File: src/verilog/tfb_pkg.sv
// Purpose: Constants for the T1 framing-bit data link block
// Assumes: Register index = printed offset, byte address = 4 x index
// Notes:   One framer per instance; frame counts run 0..71
package tfb_pkg;
   // ------------------------------------------------------------
   // Bus and decode
   // ------------------------------------------------------------
   localparam int          ADDR_W      = 12;
   localparam int          OFF_W       = 9;
   localparam logic [2:0]  FRAMER_ONE  = 3'h0;
   // ------------------------------------------------------------
   // Register indices
   // ------------------------------------------------------------
   localparam logic [8:0]  OFF_FMODE   = 9'h00f;
   localparam logic [8:0]  OFF_RXC1    = 9'h010;
   localparam logic [8:0]  OFF_RXC2    = 9'h014;
   localparam logic [8:0]  OFF_RMSG1   = 9'h064;
   localparam logic [8:0]  OFF_RMSG2   = 9'h065;
   localparam logic [8:0]  OFF_RMSG3   = 9'h066;
   localparam logic [8:0]  OFF_RX_LATCHED_STATUS_SEVEN    = 9'h096;
   localparam logic [8:0]  OFF_RIM7    = 9'h0a6;
   localparam logic [8:0]  OFF_TX_LINK_CTRL_TWO    = 9'h113;
   localparam logic [8:0]  OFF_TFBYTE  = 9'h162;
   localparam logic [8:0]  OFF_TCODE   = 9'h163;
   localparam logic [8:0]  OFF_TMSG1   = 9'h164;
   localparam logic [8:0]  OFF_TMSG2   = 9'h165;
   localparam logic [8:0]  OFF_TMSG3   = 9'h166;
   localparam logic [8:0]  OFF_TX_CONTROL_ONE    = 9'h181;
   localparam logic [8:0]  OFF_TCR2    = 9'h182;
   localparam logic [8:0]  OFF_TX_CONTROL_THREE    = 9'h183;
   localparam logic [8:0]  OFF_TX_LATCHED_STATUS_ONE    = 9'h190;
   localparam logic [8:0]  OFF_TIM1    = 9'h1a0;
   // ------------------------------------------------------------
   // Field positions and reset values
   // ------------------------------------------------------------
   localparam int          B_E1        = 0;
   localparam int          B_PASS      = 6;
   localparam int          B_TSLC      = 6;
   localparam int          B_FSSRC     = 7;
   localparam int          B_TFM       = 2;
   localparam int          B_RFM       = 5;
   localparam int          B_FBIT_CROSS_COUPLE     = 3;
   localparam int          B_SYNC_TIME_SELECT     = 7;
   localparam int          B_RSLC      = 4;
   localparam int          B_SEND      = 6;
   localparam int          B_SENT      = 4;
   localparam int          B_UPD       = 3;
   localparam logic [7:0]  REG_RST     = 8'h00;
   // ------------------------------------------------------------
   // Framing constants
   // ------------------------------------------------------------
   localparam logic [6:0]  MF_LAST     = 7'h47;
   localparam logic [5:0]  ALIGN_LEN   = 6'h0c;
   localparam logic [11:0] ALIGN_PAT   = 12'h1c7;
   localparam logic [3:0]  SF_LAST     = 4'hb;
   localparam logic [7:0]  CODE_FLAG   = 8'hff;
   localparam logic [15:0] ABORT_PAT   = 16'h00ff;
   localparam logic [3:0]  WORD_LAST   = 4'hf;
   typedef enum logic [1:0] {TFB_IDLE, TFB_SEND, TFB_ABORT} tfb_code_st_t;
endpackage : tfb_pkg

File: src/verilog/tfb_fbit_link.sv
// Purpose: T1 framing-bit data link: loop-carrier messages and codes
// Assumes: Framer strobes are synchronous one-cycle pulses
// Notes:   Avalon-MM slave with waitrequest, one wait state
`timescale 1ns/100ps
module tfb_fbit_link #(
   parameter logic [2:0] FRAMER_SEL = tfb_pkg::FRAMER_ONE
) (
   // Clock and reset
   input  wire logic                        ref_clk_in,
   input  wire logic                        arst_n_in,
   // Avalon-MM slave
   input  wire logic [tfb_pkg::ADDR_W-1:0]  avs_address_in,
   input  wire logic                        avs_read_in,
   input  wire logic                        avs_write_in,
   input  wire logic [3:0]                  avs_byteenable_in,
   input  wire logic [31:0]                 avs_writedata_in,
   output logic      [31:0]                 avs_readdata_out,
   output logic                             avs_waitrequest_out,
   output logic                             irq_out,
   // Transmit framer side
   input  wire logic                        tx_frame_strobe_in,
   input  wire logic                        tx_mf_start_in,
   input  wire logic                        tx_serial_in,
   output logic                             tx_fbit_out,
   output logic                             tx_fbit_valid_out,
   // Receive framer side
   input  wire logic                        rx_frame_strobe_in,
   input  wire logic                        rx_sf_start_in,
   input  wire logic                        rx_fbit_in,
   output logic                             rx_code_detect_en_out
);
   import tfb_pkg::*;

   logic        ack_reg;
   logic [7:0]  fmode_reg, rxc1_reg, rxc2_reg, rim7_reg, tim1_reg;
   logic [7:0]  tx_link_ctrl_two_reg, tfbyte_reg, tcode_reg, tx_control_one_reg;
   logic [7:0]  tcr2_reg, tx_control_three_reg, tx_latched_status_one_reg, rx_latched_status_seven_reg;
   logic [7:0]  tmsg_reg [3];
   logic [7:0]  rmsg_reg [3];
   logic [23:0] shadow_reg;
   logic [6:0]  fcnt_reg;
   logic        fbit_reg, fval_reg;
   logic [3:0]  bidx_reg, rpos_reg;
   logic [5:0]  bcode_reg;
   logic [35:0] rwin_reg;
   tfb_code_st_t cst_reg, cst_next;

   // ------------------------------------------------------------
   // Bus slave
   // ------------------------------------------------------------

   // Decode of one register index within this framer
   function automatic logic hit(input logic [ADDR_W-1:0] a,
                                input logic [8:0] off);
      hit = (a[ADDR_W-1:OFF_W] == FRAMER_SEL) && (a[OFF_W-1:0] == off);
   endfunction : hit

   wire req    = avs_read_in | avs_write_in;
   wire rd_go  = avs_read_in & ack_reg;
   wire wr_go  = avs_write_in & ack_reg & avs_byteenable_in[0];
   wire [7:0] wd = avs_writedata_in[7:0];
   wire [ADDR_W-1:0] ad = avs_address_in;

   // One wait state for every access
   assign avs_waitrequest_out = req & ~ack_reg;

   always_ff @(posedge ref_clk_in or negedge arst_n_in) begin
      if (!arst_n_in) ack_reg <= 1'b0;
      else ack_reg <= req & ~ack_reg;
   end

   // Read mux; unmapped indices read zero
   logic [7:0] rmux;
   always_comb begin
      rmux = 8'h00;
      if (hit(ad, OFF_FMODE))  rmux = fmode_reg;
      if (hit(ad, OFF_RXC1))   rmux = rxc1_reg;
      if (hit(ad, OFF_RXC2))   rmux = rxc2_reg;
      if (hit(ad, OFF_RMSG1))  rmux = rmsg_reg[0];
      if (hit(ad, OFF_RMSG2))  rmux = rmsg_reg[1];
      if (hit(ad, OFF_RMSG3))  rmux = rmsg_reg[2];
      if (hit(ad, OFF_RX_LATCHED_STATUS_SEVEN))   rmux = rx_latched_status_seven_reg;
      if (hit(ad, OFF_RIM7))   rmux = rim7_reg;
      if (hit(ad, OFF_TX_LINK_CTRL_TWO))   rmux = tx_link_ctrl_two_reg;
      if (hit(ad, OFF_TFBYTE)) rmux = tfbyte_reg;
      if (hit(ad, OFF_TCODE))  rmux = tcode_reg;
      if (hit(ad, OFF_TMSG1))  rmux = tmsg_reg[0];
      if (hit(ad, OFF_TMSG2))  rmux = tmsg_reg[1];
      if (hit(ad, OFF_TMSG3))  rmux = tmsg_reg[2];
      if (hit(ad, OFF_TX_CONTROL_ONE))   rmux = tx_control_one_reg;
      if (hit(ad, OFF_TCR2))   rmux = tcr2_reg;
      if (hit(ad, OFF_TX_CONTROL_THREE))   rmux = tx_control_three_reg;
      if (hit(ad, OFF_TX_LATCHED_STATUS_ONE))   rmux = tx_latched_status_one_reg;
      if (hit(ad, OFF_TIM1))   rmux = tim1_reg;
   end

   // Read data captured while waitrequest is high
   always_ff @(posedge ref_clk_in or negedge arst_n_in) begin
      if (!arst_n_in) avs_readdata_out <= 32'h0000_0000;
      else if (avs_read_in & ~ack_reg) avs_readdata_out <= {24'h000000, rmux};
   end

   // Writable registers, framer offset decoded per instance
   always_ff @(posedge ref_clk_in or negedge arst_n_in) begin
      if (!arst_n_in) begin
         fmode_reg <= REG_RST; rxc1_reg <= REG_RST; rxc2_reg <= REG_RST;
         rim7_reg <= REG_RST; tim1_reg <= REG_RST; tx_link_ctrl_two_reg <= REG_RST;
         tfbyte_reg <= REG_RST; tcode_reg <= REG_RST; tx_control_one_reg <= REG_RST;
         tcr2_reg <= REG_RST; tx_control_three_reg <= REG_RST;
      end else if (wr_go) begin
         if (hit(ad, OFF_FMODE))  fmode_reg  <= wd;
         if (hit(ad, OFF_RXC1))   rxc1_reg   <= wd;
         if (hit(ad, OFF_RXC2))   rxc2_reg   <= wd;
         if (hit(ad, OFF_RIM7))   rim7_reg   <= wd;
         if (hit(ad, OFF_TIM1))   tim1_reg   <= wd;
         if (hit(ad, OFF_TX_LINK_CTRL_TWO))   tx_link_ctrl_two_reg   <= wd;
         if (hit(ad, OFF_TFBYTE)) tfbyte_reg <= wd;
         if (hit(ad, OFF_TCODE))  tcode_reg  <= wd;
         if (hit(ad, OFF_TX_CONTROL_ONE))   tx_control_one_reg   <= wd;
         if (hit(ad, OFF_TCR2))   tcr2_reg   <= wd;
         if (hit(ad, OFF_TX_CONTROL_THREE))   tx_control_three_reg   <= wd;
      end
   end

   // Transmit message registers, kept until rewritten
   genvar gi;
   generate
      for (gi = 0; gi < 3; gi++) begin : g_tmsg
         always_ff @(posedge ref_clk_in or negedge arst_n_in) begin
            if (!arst_n_in) tmsg_reg[gi] <= REG_RST;
            else if (wr_go && hit(ad, OFF_TMSG1 + 9'(gi)))
               tmsg_reg[gi] <= wd;
         end
      end
   endgenerate

   // ------------------------------------------------------------
   // Mode decode
   // ------------------------------------------------------------
   wire t1      = ~fmode_reg[B_E1];
   wire pass    = tx_control_one_reg[B_PASS];
   wire tx_d4   = tx_control_three_reg[B_TFM];
   wire slc_on  = tcr2_reg[B_TSLC] & ~tcr2_reg[B_FSSRC];
   wire send    = tx_link_ctrl_two_reg[B_SEND];
   wire rx_d4   = rxc1_reg[B_RFM];
   wire rx_on   = t1 & rx_d4 & rxc2_reg[B_RSLC];
   wire slc_act = t1 & tx_d4 & slc_on & ~pass;

   // Receive code detector enable for the outside detector
   assign rx_code_detect_en_out = t1 & ~rx_d4;

   // ------------------------------------------------------------
   // Transmit frame position
   // ------------------------------------------------------------
   wire        tstb    = tx_frame_strobe_in;
   // Position of the strobed frame; a multiframe start forces it to 0
   wire [6:0]  tpos    = (tstb & tx_mf_start_in) ? 7'h00 : fcnt_reg;
   wire        mf_end  = tstb & (tpos == MF_LAST);
   wire        fs_frm  = tpos[0];
   wire [5:0]  fs_slot = tpos[6:1];
   wire        ft_bit  = ~tpos[1];

   // Frame counter over the 72-frame multiframe, holds the next position
   always_ff @(posedge ref_clk_in or negedge arst_n_in) begin
      if (!arst_n_in) fcnt_reg <= 7'h00;
      else if (tstb) begin
         if (tpos == MF_LAST) fcnt_reg <= 7'h00;
         else fcnt_reg <= tpos + 7'h01;
      end
   end

   // Message snapshot taken as the previous buffer completes
   always_ff @(posedge ref_clk_in or negedge arst_n_in) begin
      if (!arst_n_in) shadow_reg <= 24'h000000;
      else if (mf_end | ~slc_act)
         shadow_reg <= {tmsg_reg[2], tmsg_reg[1], tmsg_reg[0]};
   end

   // Fs content: alignment first, then 24 message bits
   wire in_align = fs_slot < ALIGN_LEN;
   wire slc_bit  = in_align ? ALIGN_PAT[4'(6'h0b - fs_slot)]
                            : shadow_reg[5'(fs_slot - ALIGN_LEN)];
   wire [2:0] sf_fs  = 3'(fs_slot % 6'h06);
   wire byte_bit = tfbyte_reg[sf_fs];

   // ------------------------------------------------------------
   // Code generator
   // ------------------------------------------------------------
   wire        fdl_tick = tstb & t1 & ~tx_d4 & ~tpos[0];
   wire [15:0] code_word = {1'b0, bcode_reg, 1'b0, CODE_FLAG};
   wire        code_bit = (cst_reg == TFB_ABORT) ? ABORT_PAT[bidx_reg]
                                                 : code_word[bidx_reg];
   wire        word_end = fdl_tick & (bidx_reg == WORD_LAST);

   // Sequencer: code words while send is set, then one abort word
   always_comb begin
      cst_next = cst_reg;
      unique case (cst_reg)
         TFB_IDLE:  if (send) cst_next = TFB_SEND;
         TFB_SEND:  if (word_end && !send) cst_next = TFB_ABORT;
         TFB_ABORT: if (word_end) cst_next = send ? TFB_SEND : TFB_IDLE;
      endcase
      if (!t1) cst_next = TFB_IDLE;
   end

   wire load_code = (cst_next == TFB_SEND) & ((cst_reg != TFB_SEND) | word_end);

   always_ff @(posedge ref_clk_in or negedge arst_n_in) begin
      if (!arst_n_in) begin
         cst_reg <= TFB_IDLE;
         bidx_reg <= 4'h0;
         bcode_reg <= 6'h00;
      end else begin
         cst_reg <= cst_next;
         if (cst_next != cst_reg || cst_reg == TFB_IDLE) bidx_reg <= 4'h0;
         else if (fdl_tick) bidx_reg <= bidx_reg + 4'h1;
         if (load_code) bcode_reg <= tcode_reg[5:0];
      end
   end

   // ------------------------------------------------------------
   // Transmit F-bit selection
   // ------------------------------------------------------------
   logic fsel;
   always_comb begin
      fsel = tx_serial_in;
      if (!t1 || pass) fsel = tx_serial_in;
      else if (tx_d4) begin
         if (!fs_frm) fsel = ft_bit;
         else if (slc_act) fsel = slc_bit;
         else if (!tcr2_reg[B_FSSRC]) fsel = byte_bit;
      end else if (!tpos[0] && cst_reg != TFB_IDLE)
         fsel = code_bit;
   end

   always_ff @(posedge ref_clk_in or negedge arst_n_in) begin
      if (!arst_n_in) begin
         fbit_reg <= 1'b0;
         fval_reg <= 1'b0;
      end else begin
         fval_reg <= tstb;
         if (tstb) fbit_reg <= fsel;
      end
   end
   assign tx_fbit_out = fbit_reg;
   assign tx_fbit_valid_out = fval_reg;

   // ------------------------------------------------------------
   // Receive loop-carrier extraction
   // ------------------------------------------------------------
   wire        rstb   = rx_frame_strobe_in;
   wire [3:0]  rpos   = (rstb & rx_sf_start_in) ? 4'h0 : rpos_reg;
   wire        rfs    = rpos[0];
   wire [35:0] rwin_n = {rwin_reg[34:0], rx_fbit_in};
   wire        rmatch = rwin_n[35:24] == ALIGN_PAT;
   wire        rchk   = rstb & (rpos == SF_LAST) & rx_on;
   wire        rload  = rchk & rmatch;
   logic [23:0] rbits;

   // First received message bit lands in bit 0 of message 1
   generate
      for (gi = 0; gi < 24; gi++) begin : g_rbit
         assign rbits[gi] = rwin_n[23-gi];
      end
   endgenerate

   always_ff @(posedge ref_clk_in or negedge arst_n_in) begin
      if (!arst_n_in) begin
         rpos_reg <= 4'h0;
         rwin_reg <= 36'h0_0000_0000;
      end else if (rstb) begin
         if (rpos == SF_LAST) rpos_reg <= 4'h0;
         else rpos_reg <= rpos + 4'h1;
         if (rfs) rwin_reg <= rwin_n;
      end
   end

   generate
      for (gi = 0; gi < 3; gi++) begin : g_rmsg
         always_ff @(posedge ref_clk_in or negedge arst_n_in) begin
            if (!arst_n_in) rmsg_reg[gi] <= REG_RST;
            else if (rload) rmsg_reg[gi] <= rbits[8*gi +: 8];
         end
      end
   endgenerate

   // ------------------------------------------------------------
   // Status and interrupt
   // ------------------------------------------------------------
   wire [7:0] tx_latched_status_one_set = {3'h0, mf_end & slc_act, 4'h0};
   wire [7:0] rx_latched_status_seven_set = {4'h0, rload, 3'h0};
   // Clear only the bits the read returned; a set in the capture cycle survives
   wire [7:0] tx_latched_status_one_clr = (rd_go && hit(ad, OFF_TX_LATCHED_STATUS_ONE)) ? avs_readdata_out[7:0] : 8'h00;
   wire [7:0] rx_latched_status_seven_clr = (rd_go && hit(ad, OFF_RX_LATCHED_STATUS_SEVEN)) ? avs_readdata_out[7:0] : 8'h00;

   // Set wins over clear-on-read
   always_ff @(posedge ref_clk_in or negedge arst_n_in) begin
      if (!arst_n_in) begin
         tx_latched_status_one_reg <= REG_RST;
         rx_latched_status_seven_reg <= REG_RST;
      end else begin
         tx_latched_status_one_reg <= (tx_latched_status_one_reg & ~tx_latched_status_one_clr) | tx_latched_status_one_set;
         rx_latched_status_seven_reg <= (rx_latched_status_seven_reg & ~rx_latched_status_seven_clr) | rx_latched_status_seven_set;
      end
   end

   assign irq_out = |(tx_latched_status_one_reg & tim1_reg) | |(rx_latched_status_seven_reg & rim7_reg);
endmodule : tfb_fbit_link

File: config.mk
export PLATFORM = sky130hd
export DESIGN_NAME = tfb_fbit_link
export DESIGN_NICKNAME = d
export VERILOG_FILES = /design/src/verilog/tfb_pkg.sv /design/src/verilog/tfb_fbit_link.sv
export SDC_FILE = /design/constraint.sdc
export NUM_CORES = 1
export LEC_CHECK = 0
export ABC_AREA = 1
export BUFFER_PORTS_ARGS = -buffer_cell sky130_fd_sc_hd__buf_2
export CORE_MARGIN = 4
export CORE_UTILIZATION = 53
export CTS_BUF_LIST = sky130_fd_sc_hd__clkbuf_16
export CTS_CLUSTER_DIAMETER = 50
export DETAILED_ROUTE_END_ITERATION = 6
export PLACE_DENSITY = 0.73
export RECOVER_POWER = 50
export SYNTH_ARGS = -nofsm -noshare
export SYNTH_HDL_FRONTEND = slang
export SYNTH_SLANG_ARGS = --single-unit
File: constraint.sdc
create_clock -name ref_clk_in -period 2.6 [get_ports ref_clk_in]
set_clock_uncertainty 0.1 [all_clocks]
set_input_delay 0.26 -clock ref_clk_in [delete_from_list [all_inputs] [get_ports ref_clk_in]]
set_output_delay 0.26 -clock ref_clk_in [all_outputs]
set_load 0.03 [all_outputs]
Word-level counts from Yosys, hierarchy flattened
Memory sizes are Yosys's and may differ from the RTL's.
Cells that the tools add are included.
W data, S select, Z words.
- mux-type cells: 49
- equality and inequality tests: 28
- reduce and logical (&&, ||, !) cells: 48
- $lt $le $gt $ge: 5
- bitwise gates (word level): 45
- shift operators: 0
- multipliers: 0
- div/mod/pow operators: 1
- add/subtract/negate cells: 5
- operator list (kind ; number):
    $mux W8 ; 21
    $eq A9 B9 Y1 const B ; 11
    $and A8 B8 Y8 ; 4
    $eq A9 B7 Y1 const B ; 3
    $logic_and A1 B1 Y1 ; 26
    $and A1 B1 Y1 ; 24
    $reduce_and A2 Y1 ; 12
    $eq A9 B5 Y1 const B ; 2
    $eq A9 B8 Y1 const B ; 2
    $mux W4 ; 4
    $not A8 Y8 ; 2
    $reduce_or A8 Y1 ; 2
    $mux W1 ; 14
    $mux W7 ; 2
    $eq A12 B9 Y1 const B ; 1
    $lt A4 B5 Y1 const B ; 2
    $eq A9 B4 Y1 const B ; 1
    $not A1 Y1 ; 9
    $add A4 B1 Y4 const B ; 2
    $eq A4 B4 Y1 const B ; 2
    $mux W2 ; 4
    $or A8 B4 Y8 ; 1
    $or A8 B5 Y8 ; 1
    $add A7 B1 Y7 const B ; 1
    other kinds (21) ; 28
- input bits: 58
- ROM bits: 32
- memory bits (writable): 0
- latch bits: 0
- memories kept: 2
- output and inout port bits: 37
- register bits: 245
- memories (memory ; depth ; width ; read ports ; clocked after memory_dff ; wr ports ; line ; RTL):
    (no name shown) ; 16 ; 1 ; 1 ; 0 ; 0 ; tfb_fbit_link.sv:191 ; wire code_bit = (cst_reg == TFB_ABORT) ? ABORT_PAT[bidx_reg]
    (no name shown) ; 16 ; 1 ; 1 ; 0 ; 0 ; tfb_fbit_link.sv:181 ; wire slc_bit = in_align ? ALIGN_PAT[4'(6'h0b - fs_slot)]

Depth between registers and ports, before layout
- depth after elaboration: 21
- depth in mapped cells: 28
- depth with buffers taken out: 28

Worst setup path before layout
OpenSTA, ideal clock, no wires.
- path kind: flip-flop to flip-flop
- from: register fcnt_reg[5]
- to: register fbit_reg (netlist: tx_fbit_out)
- path buffers: 0
- arrival: 2396 ps
- clock period less this slack: 2613 ps
- cell stages (with the launch flop): 26
- setup slack: -13 ps
- path through: dfrtp_1 nand2_2 inv_2 ha_1 nand3_4 nand3_1 nand2_1 ha_1 inv_1 nand2_1 nand2_1 nand2_1 a21boi_2 nand2_1 nand2_1 nand2_1 nand2_1 nand3_1 nand3_1 nand2_1 nand2_1 nand2_1 nand2_1 nand2_1 nand2_1 nand2_1
- word-level cells in the longest chain between the ends: 9
- elaborated cells between the ends (all ways): 14
- those cells by class: 1 x add/sub; 1 x div; 1 x order compare; 11 x mux
- RTL lines (what ; line ; RTL):
    start: declaration ; tfb_fbit_link.sv:41 ; logic [6:0] fcnt_reg;
    start signal: assignment ; tfb_fbit_link.sv:168 ; else fcnt_reg <= tpos + 7'h01;
    $mux W7 (*) ; tfb_fbit_link.sv:157 ; wire [6:0] tpos = (tstb & tx_mf_start_in) ? 7'h00 : fcnt_reg;
    $mod A6 B3 Y6 or $sub A5 B4 Y5 (tied branches) ; tfb_fbit_link.sv:183, tfb_fbit_link.sv:182 ;
    $bmux W1 S3 or $bmux W1 S5 (tied branches) ; tfb_fbit_link.sv:184, tfb_fbit_link.sv:182 ;
    $mux W1 (on tied branches) ; tfb_fbit_link.sv:184, tfb_fbit_link.sv:182 ;
    $mux W1 (on tied branches) ; tfb_fbit_link.sv:231, tfb_fbit_link.sv:181 ;
    $mux W1 (*) ; tfb_fbit_link.sv:230 ; else if (slc_act) fsel = slc_bit;
    $mux W1 (*) ; tfb_fbit_link.sv:229 ; if (!fs_frm) fsel = ft_bit;
    $mux W1 (*) ; tfb_fbit_link.sv:228 ; else if (tx_d4) begin
    $mux W1 (*) ; tfb_fbit_link.sv:227 ; if (!t1 || pass) fsel = tx_serial_in;
    end signal: assignment ; tfb_fbit_link.sv:242 ; if (tstb) fbit_reg <= fsel;
    end: declaration ; tfb_fbit_link.sv:42 ; logic fbit_reg, fval_reg;
Every way passes the cells marked *; elsewhere a longest branch is shown, timed or not. The select of a mux whose other input is x is not followed.
A chain may end at the register's enable or synchronous reset.

Final worst setup path
- from: register fcnt_reg[2]
- to: register fbit_reg (netlist: tx_fbit_out)
- word-level cells in the longest chain between the ends: 9
- elaborated cells between the ends (all ways): 17
- those cells by class: 2 x add/sub; 1 x div; 1 x order compare; 12 x mux; 1 x memory
- RTL lines (what ; line ; RTL):
    $mux W7 (*) ; tfb_fbit_link.sv:157 ;
    $mod A6 B3 Y6 (tied with other cells) ; tfb_fbit_link.sv:183 ; wire [2:0] sf_fs = 3'(fs_slot % 6'h06);
    $bmux W1 S3 (tied with other cells) ; tfb_fbit_link.sv:184 ; wire byte_bit = tfbyte_reg[sf_fs];
    $mux W1 (on tied branches) ; tfb_fbit_link.sv:184, tfb_fbit_link.sv:181, tfb_fbit_link.sv:182 ;
    $mux W1 (on tied branches) ; tfb_fbit_link.sv:231, tfb_fbit_link.sv:181 ;
    $mux W1 (*) ; tfb_fbit_link.sv:230 ;
    $mux W1 (*) ; tfb_fbit_link.sv:229 ;
    $mux W1 (*) ; tfb_fbit_link.sv:228 ;
    $mux W1 (*) ; tfb_fbit_link.sv:227 ;
Marked as above.

==> impl_metrics.json <==
{
  "status": "complete, but fails checks",
  "violations": "capacitance limit, slew limit",
  "peakVddDrop_uv": 621,
  "syn_area_um2": 11900,
  "hold_path.startpoint": "tx_serial_in",
  "muxShareOfSynthArea_pct": 1.92,
  "drc_errors": 0,
  "synth_top_family_by_area": "simple AND/OR/NAND/NOR gates",
  "fin_util_pct": 63.7,
  "timing.rr.end": "tx_fbit_out",
  "hold_viol": 0,
  "seq_area_frac_synth_pct": 51.4,
  "synth_cell_types": 49,
  "grt_max_degree": 69,
  "multiInputGateArea_um2": 4870,
  "grt_pass1_wl_um": 52500,
  "ff2ff_setup_slack_ns": 0.06,
  "placed_area_um2": 12800,
  "via_per_inst": 5.51,
  "cts.sinks": 245,
  "cts_max_level": 1,
  "grt_pass1_vias": 9910,
  "drive_gt1_share_pct": 14.3,
  "max_stage_delay_ns": 0.44,
  "postSynth.asyncResetShare_pct": 100,
  "area_growth_syn_to_layout_pct": 17.3,
  "min_path_type": "input port to register",
  "critPathBufInv": 1,
  "grt_use_total_pct": 26.6,
  "startpoint_type": "register",
  "clk_pin_slew_ns": 0.06,
  "p_leak_nw": 6.69,
  "io_pins": 95,
  "synth_edf_count": 0,
  "synth_xor_area_share_pct": 0.367,
  "overflow": 0,
  "cp_common_cell": "nand2_1",
  "wl_per_cell_um": 17.5,
  "clk_latency_ns": 0.56,
  "worst_pin_slew_ns": 1.83,
  "die_y_um": 158,
  "cts-root-buf": "clkbuf_16",
  "place_hpwl_um": 23300,
  "cts_tree": "built",
  "synth_compound_area_share_pct": 14.1,
  "dieArea_um2": 25000,
  "r2r_cells": 24,
  "cp.arrival_ns": 2.88,
  "fin_crit_sh_pct": 97.7,
  "critical_path_required_ns": 2.93,
  "layout_common_cells": "nand2_1 (391), dfrtp_1 (243), o21ai_0 (228)",
  "rows": 54,
  "io_buffers": 43,
  "largest_register_ffs": 35,
  "worstPathMaxFanout": 4,
  "antenna_left": 0,
  "cp-end-kind": "register",
  "avgSynthCellArea_um2": 8.08,
  "slowest_stage": "dfrtp_2",
  "cts_buffers": 29,
  "synth-simple-area-share_pct": 21.5,
  "core_um2": 22000,
  "final_area_um2": 14000,
  "grt_antenna_before_repair": 0,
  "seqCellArea_um2": 6130,
  "clock.fmax_mhz": 393,
  "r2r-start": "fcnt_reg[2]",
  "synth_adder_area_share_pct": 1.15,
  "synth_cells": 1475,
  "critical-path-top-delay-family": "simple AND/OR/NAND/NOR gates",
  "maxSlewHeadroom_pct": -22.0,
  "vias": 10400,
  "final_common_cell": "nand2_1",
  "holdPathEnd": "tx_fbit_out",
  "cts_max_path_buffers": 3,
  "drtIter0Drc": 1040,
  "rsz0062_at_grt": "true",
  "initial_core_util_pct": 54.3,
  "path_cells": "o21ai_4 > nand3_4 > nand3_2 > nand2_2 > ha_4 > inv_2 > nand2_2 > nand2_2 > nand3_2 > nand2_1 > nand3_2 > nand2_2 > nand2_2 > nand2_2 > nand2_1 > nand3_1 > nand3_1 > nand2_1 > nand2_1 > nand2_1 > nand2_1 > nand2_1 > nand2_1 > nand2_1",
  "cap_violations": 2,
  "power.total_w": 0.0101,
  "power_density_nw_per_um2": 723,
  "min_period_ns": 2.54,
  "firstDrtPassIters": 6,
  "gp_congestion": 1.05,
  "maxSlewViolCount": 69,
  "die_x_um": 158,
  "synth_top_flop_cell": "dfrtp_1",
  "n_antenna_cell": 0,
  "nets": 1647,
  "wl_um": 32800,
  "path_class": "register to register",
  "finalSetupViolCount": 0,
  "yosys_warnings": 0,
  "hold_depth": 5,
  "n_fill_cell": 1912,
  "ys_seq_elements": 245
}
[what timing repair did]
action / 4_1_cts / 5_1_grt
pin swaps: 2 / 15
gates resized for setup: 2 / 29
endpoints found under the setup margin: 1 / 30
hold buffers: 6 / 0
buffers inserted: 1 / 2
endpoints found under the hold margin: 72 / 0
[metal layers]
layer	track usage [%]	wire length, um	share of wire (%)	vias up
met5	0	0	0	-
met4	9.91	1500	4.6	0
met3	3.36	2080	6.3	125
met2	43.6	15300	46	427
met1	36.7	14000	43	4865
li1	-	-	-	4936
[Yosys cell counts (2+ instances only)]
cell       count  share of area [%]
nand2_1      401                 13
dfrtp_1      245                 51
o21ai_0      230                9.7
inv_1        199                6.3
nor2_1        89                2.8
clkbuf_1      47                1.5
nand3_1       47                2.0
nand4_1       33                1.7
a21oi_1       26                1.1
buf_4         25                1.6
mux2_2        15                1.4
ha_1          11                1.2
o22ai_1       10               0.52
nor3_1         9               0.38
o2111ai_1      9               0.66
mux2i_1        6               0.50
nor4_1         6               0.31
inv_2          5               0.16
nand2_4        5               0.47
nand2_2        4               0.21
a211oi_1       3               0.19
a221oi_1       3               0.22
a22o_1         3               0.22
nor3_2         3               0.25
o211ai_1       3               0.19
o221ai_1       3               0.22
xor2_1         3               0.22
a31oi_1        2               0.10
clkinv_1       2              0.063
nor2_2         2               0.10
nor3b_1        2               0.13
o21a_1         2               0.13
o21ai_2        2               0.15
o21bai_1       2               0.13
o311ai_1       2               0.15
or2_2          2               0.10
xnor2_1        2               0.15
[worst max-delay path by stage]
stage / from / to / slack (ns) / cells past startpoint
CTS: fcnt_reg[1] / tx_fbit_out / 0.01 / 24
finish: fcnt_reg[2] / tx_fbit_out / 0.06 / 24
global placement: avs_address_in[6] / avs_readdata_out[7] / -0.20 / 15
floorplan: fcnt_reg[5] / tx_fbit_out / 0.01 / 25
global route: fcnt_reg[2] / tx_fbit_out / -0.21 / 23
detailed placement: avs_address_in[6] / avs_readdata_out[2] / -0.29 / 15
[cells by family after synthesis]
family | Yosys count
other cells | 1
simple gates | 607
buf+inv | 279
flops | 245
fa+ha+maj | 11
compound gates | 306
mux | 21
xor+xnor | 5
[layout make-up]
class,instances,area share [%]
timing repair buffer,122,6.10
multi-input combinational,974,34.8
tap,280,2.50
inverter,206,5.53
clock buffer,29,5.19
sequential,245,43.8
clock inverter,23,1.99
[power breakdown]
group	internal [W]	switching, W
clock	0.00256	0.00168
sequential	0.00412	0.000214
combinational	0.000547	0.00100
[stage by stage]
stage / hold WS [ns] / worst slack (ns) / TNS [ns] / instances
2_1_floorplan: -0.136 / 0.0142 / 0 / 1498
3_3_place_gp: 0.160 / -0.200 / -1.09 / 1818
6_report: 0.0338 / 0.0585 / 0 / 1879
5_1_grt: 0.0626 / -0.206 / -0.424 / 1879
4_1_cts: 0.0173 / 0.0143 / 0 / 1877
3_5_place_dp: 0.159 / -0.290 / -1.77 / 1818
[worst register-to-register path, cell delays in order (launching register included)]
cell	delay [ns]
dfrtp_2	0.44
o21ai_4	0.23
nand3_4	0.09
nand3_2	0.08
nand2_2	0.08
ha_4	0.27
inv_2	0.03
nand2_2	0.05
nand2_2	0.07
nand3_2	0.07
nand2_1	0.07
nand3_2	0.09
nand2_2	0.06
nand2_2	0.09
nand2_2	0.05
nand2_1	0.05
nand3_1	0.06
nand3_1	0.09
nand2_1	0.05
nand2_1	0.05
nand2_1	0.05
nand2_1	0.05
nand2_1	0.05
nand2_1	0.05
nand2_1	0.05
Note: power is estimated with default switching activity, not from simulation.
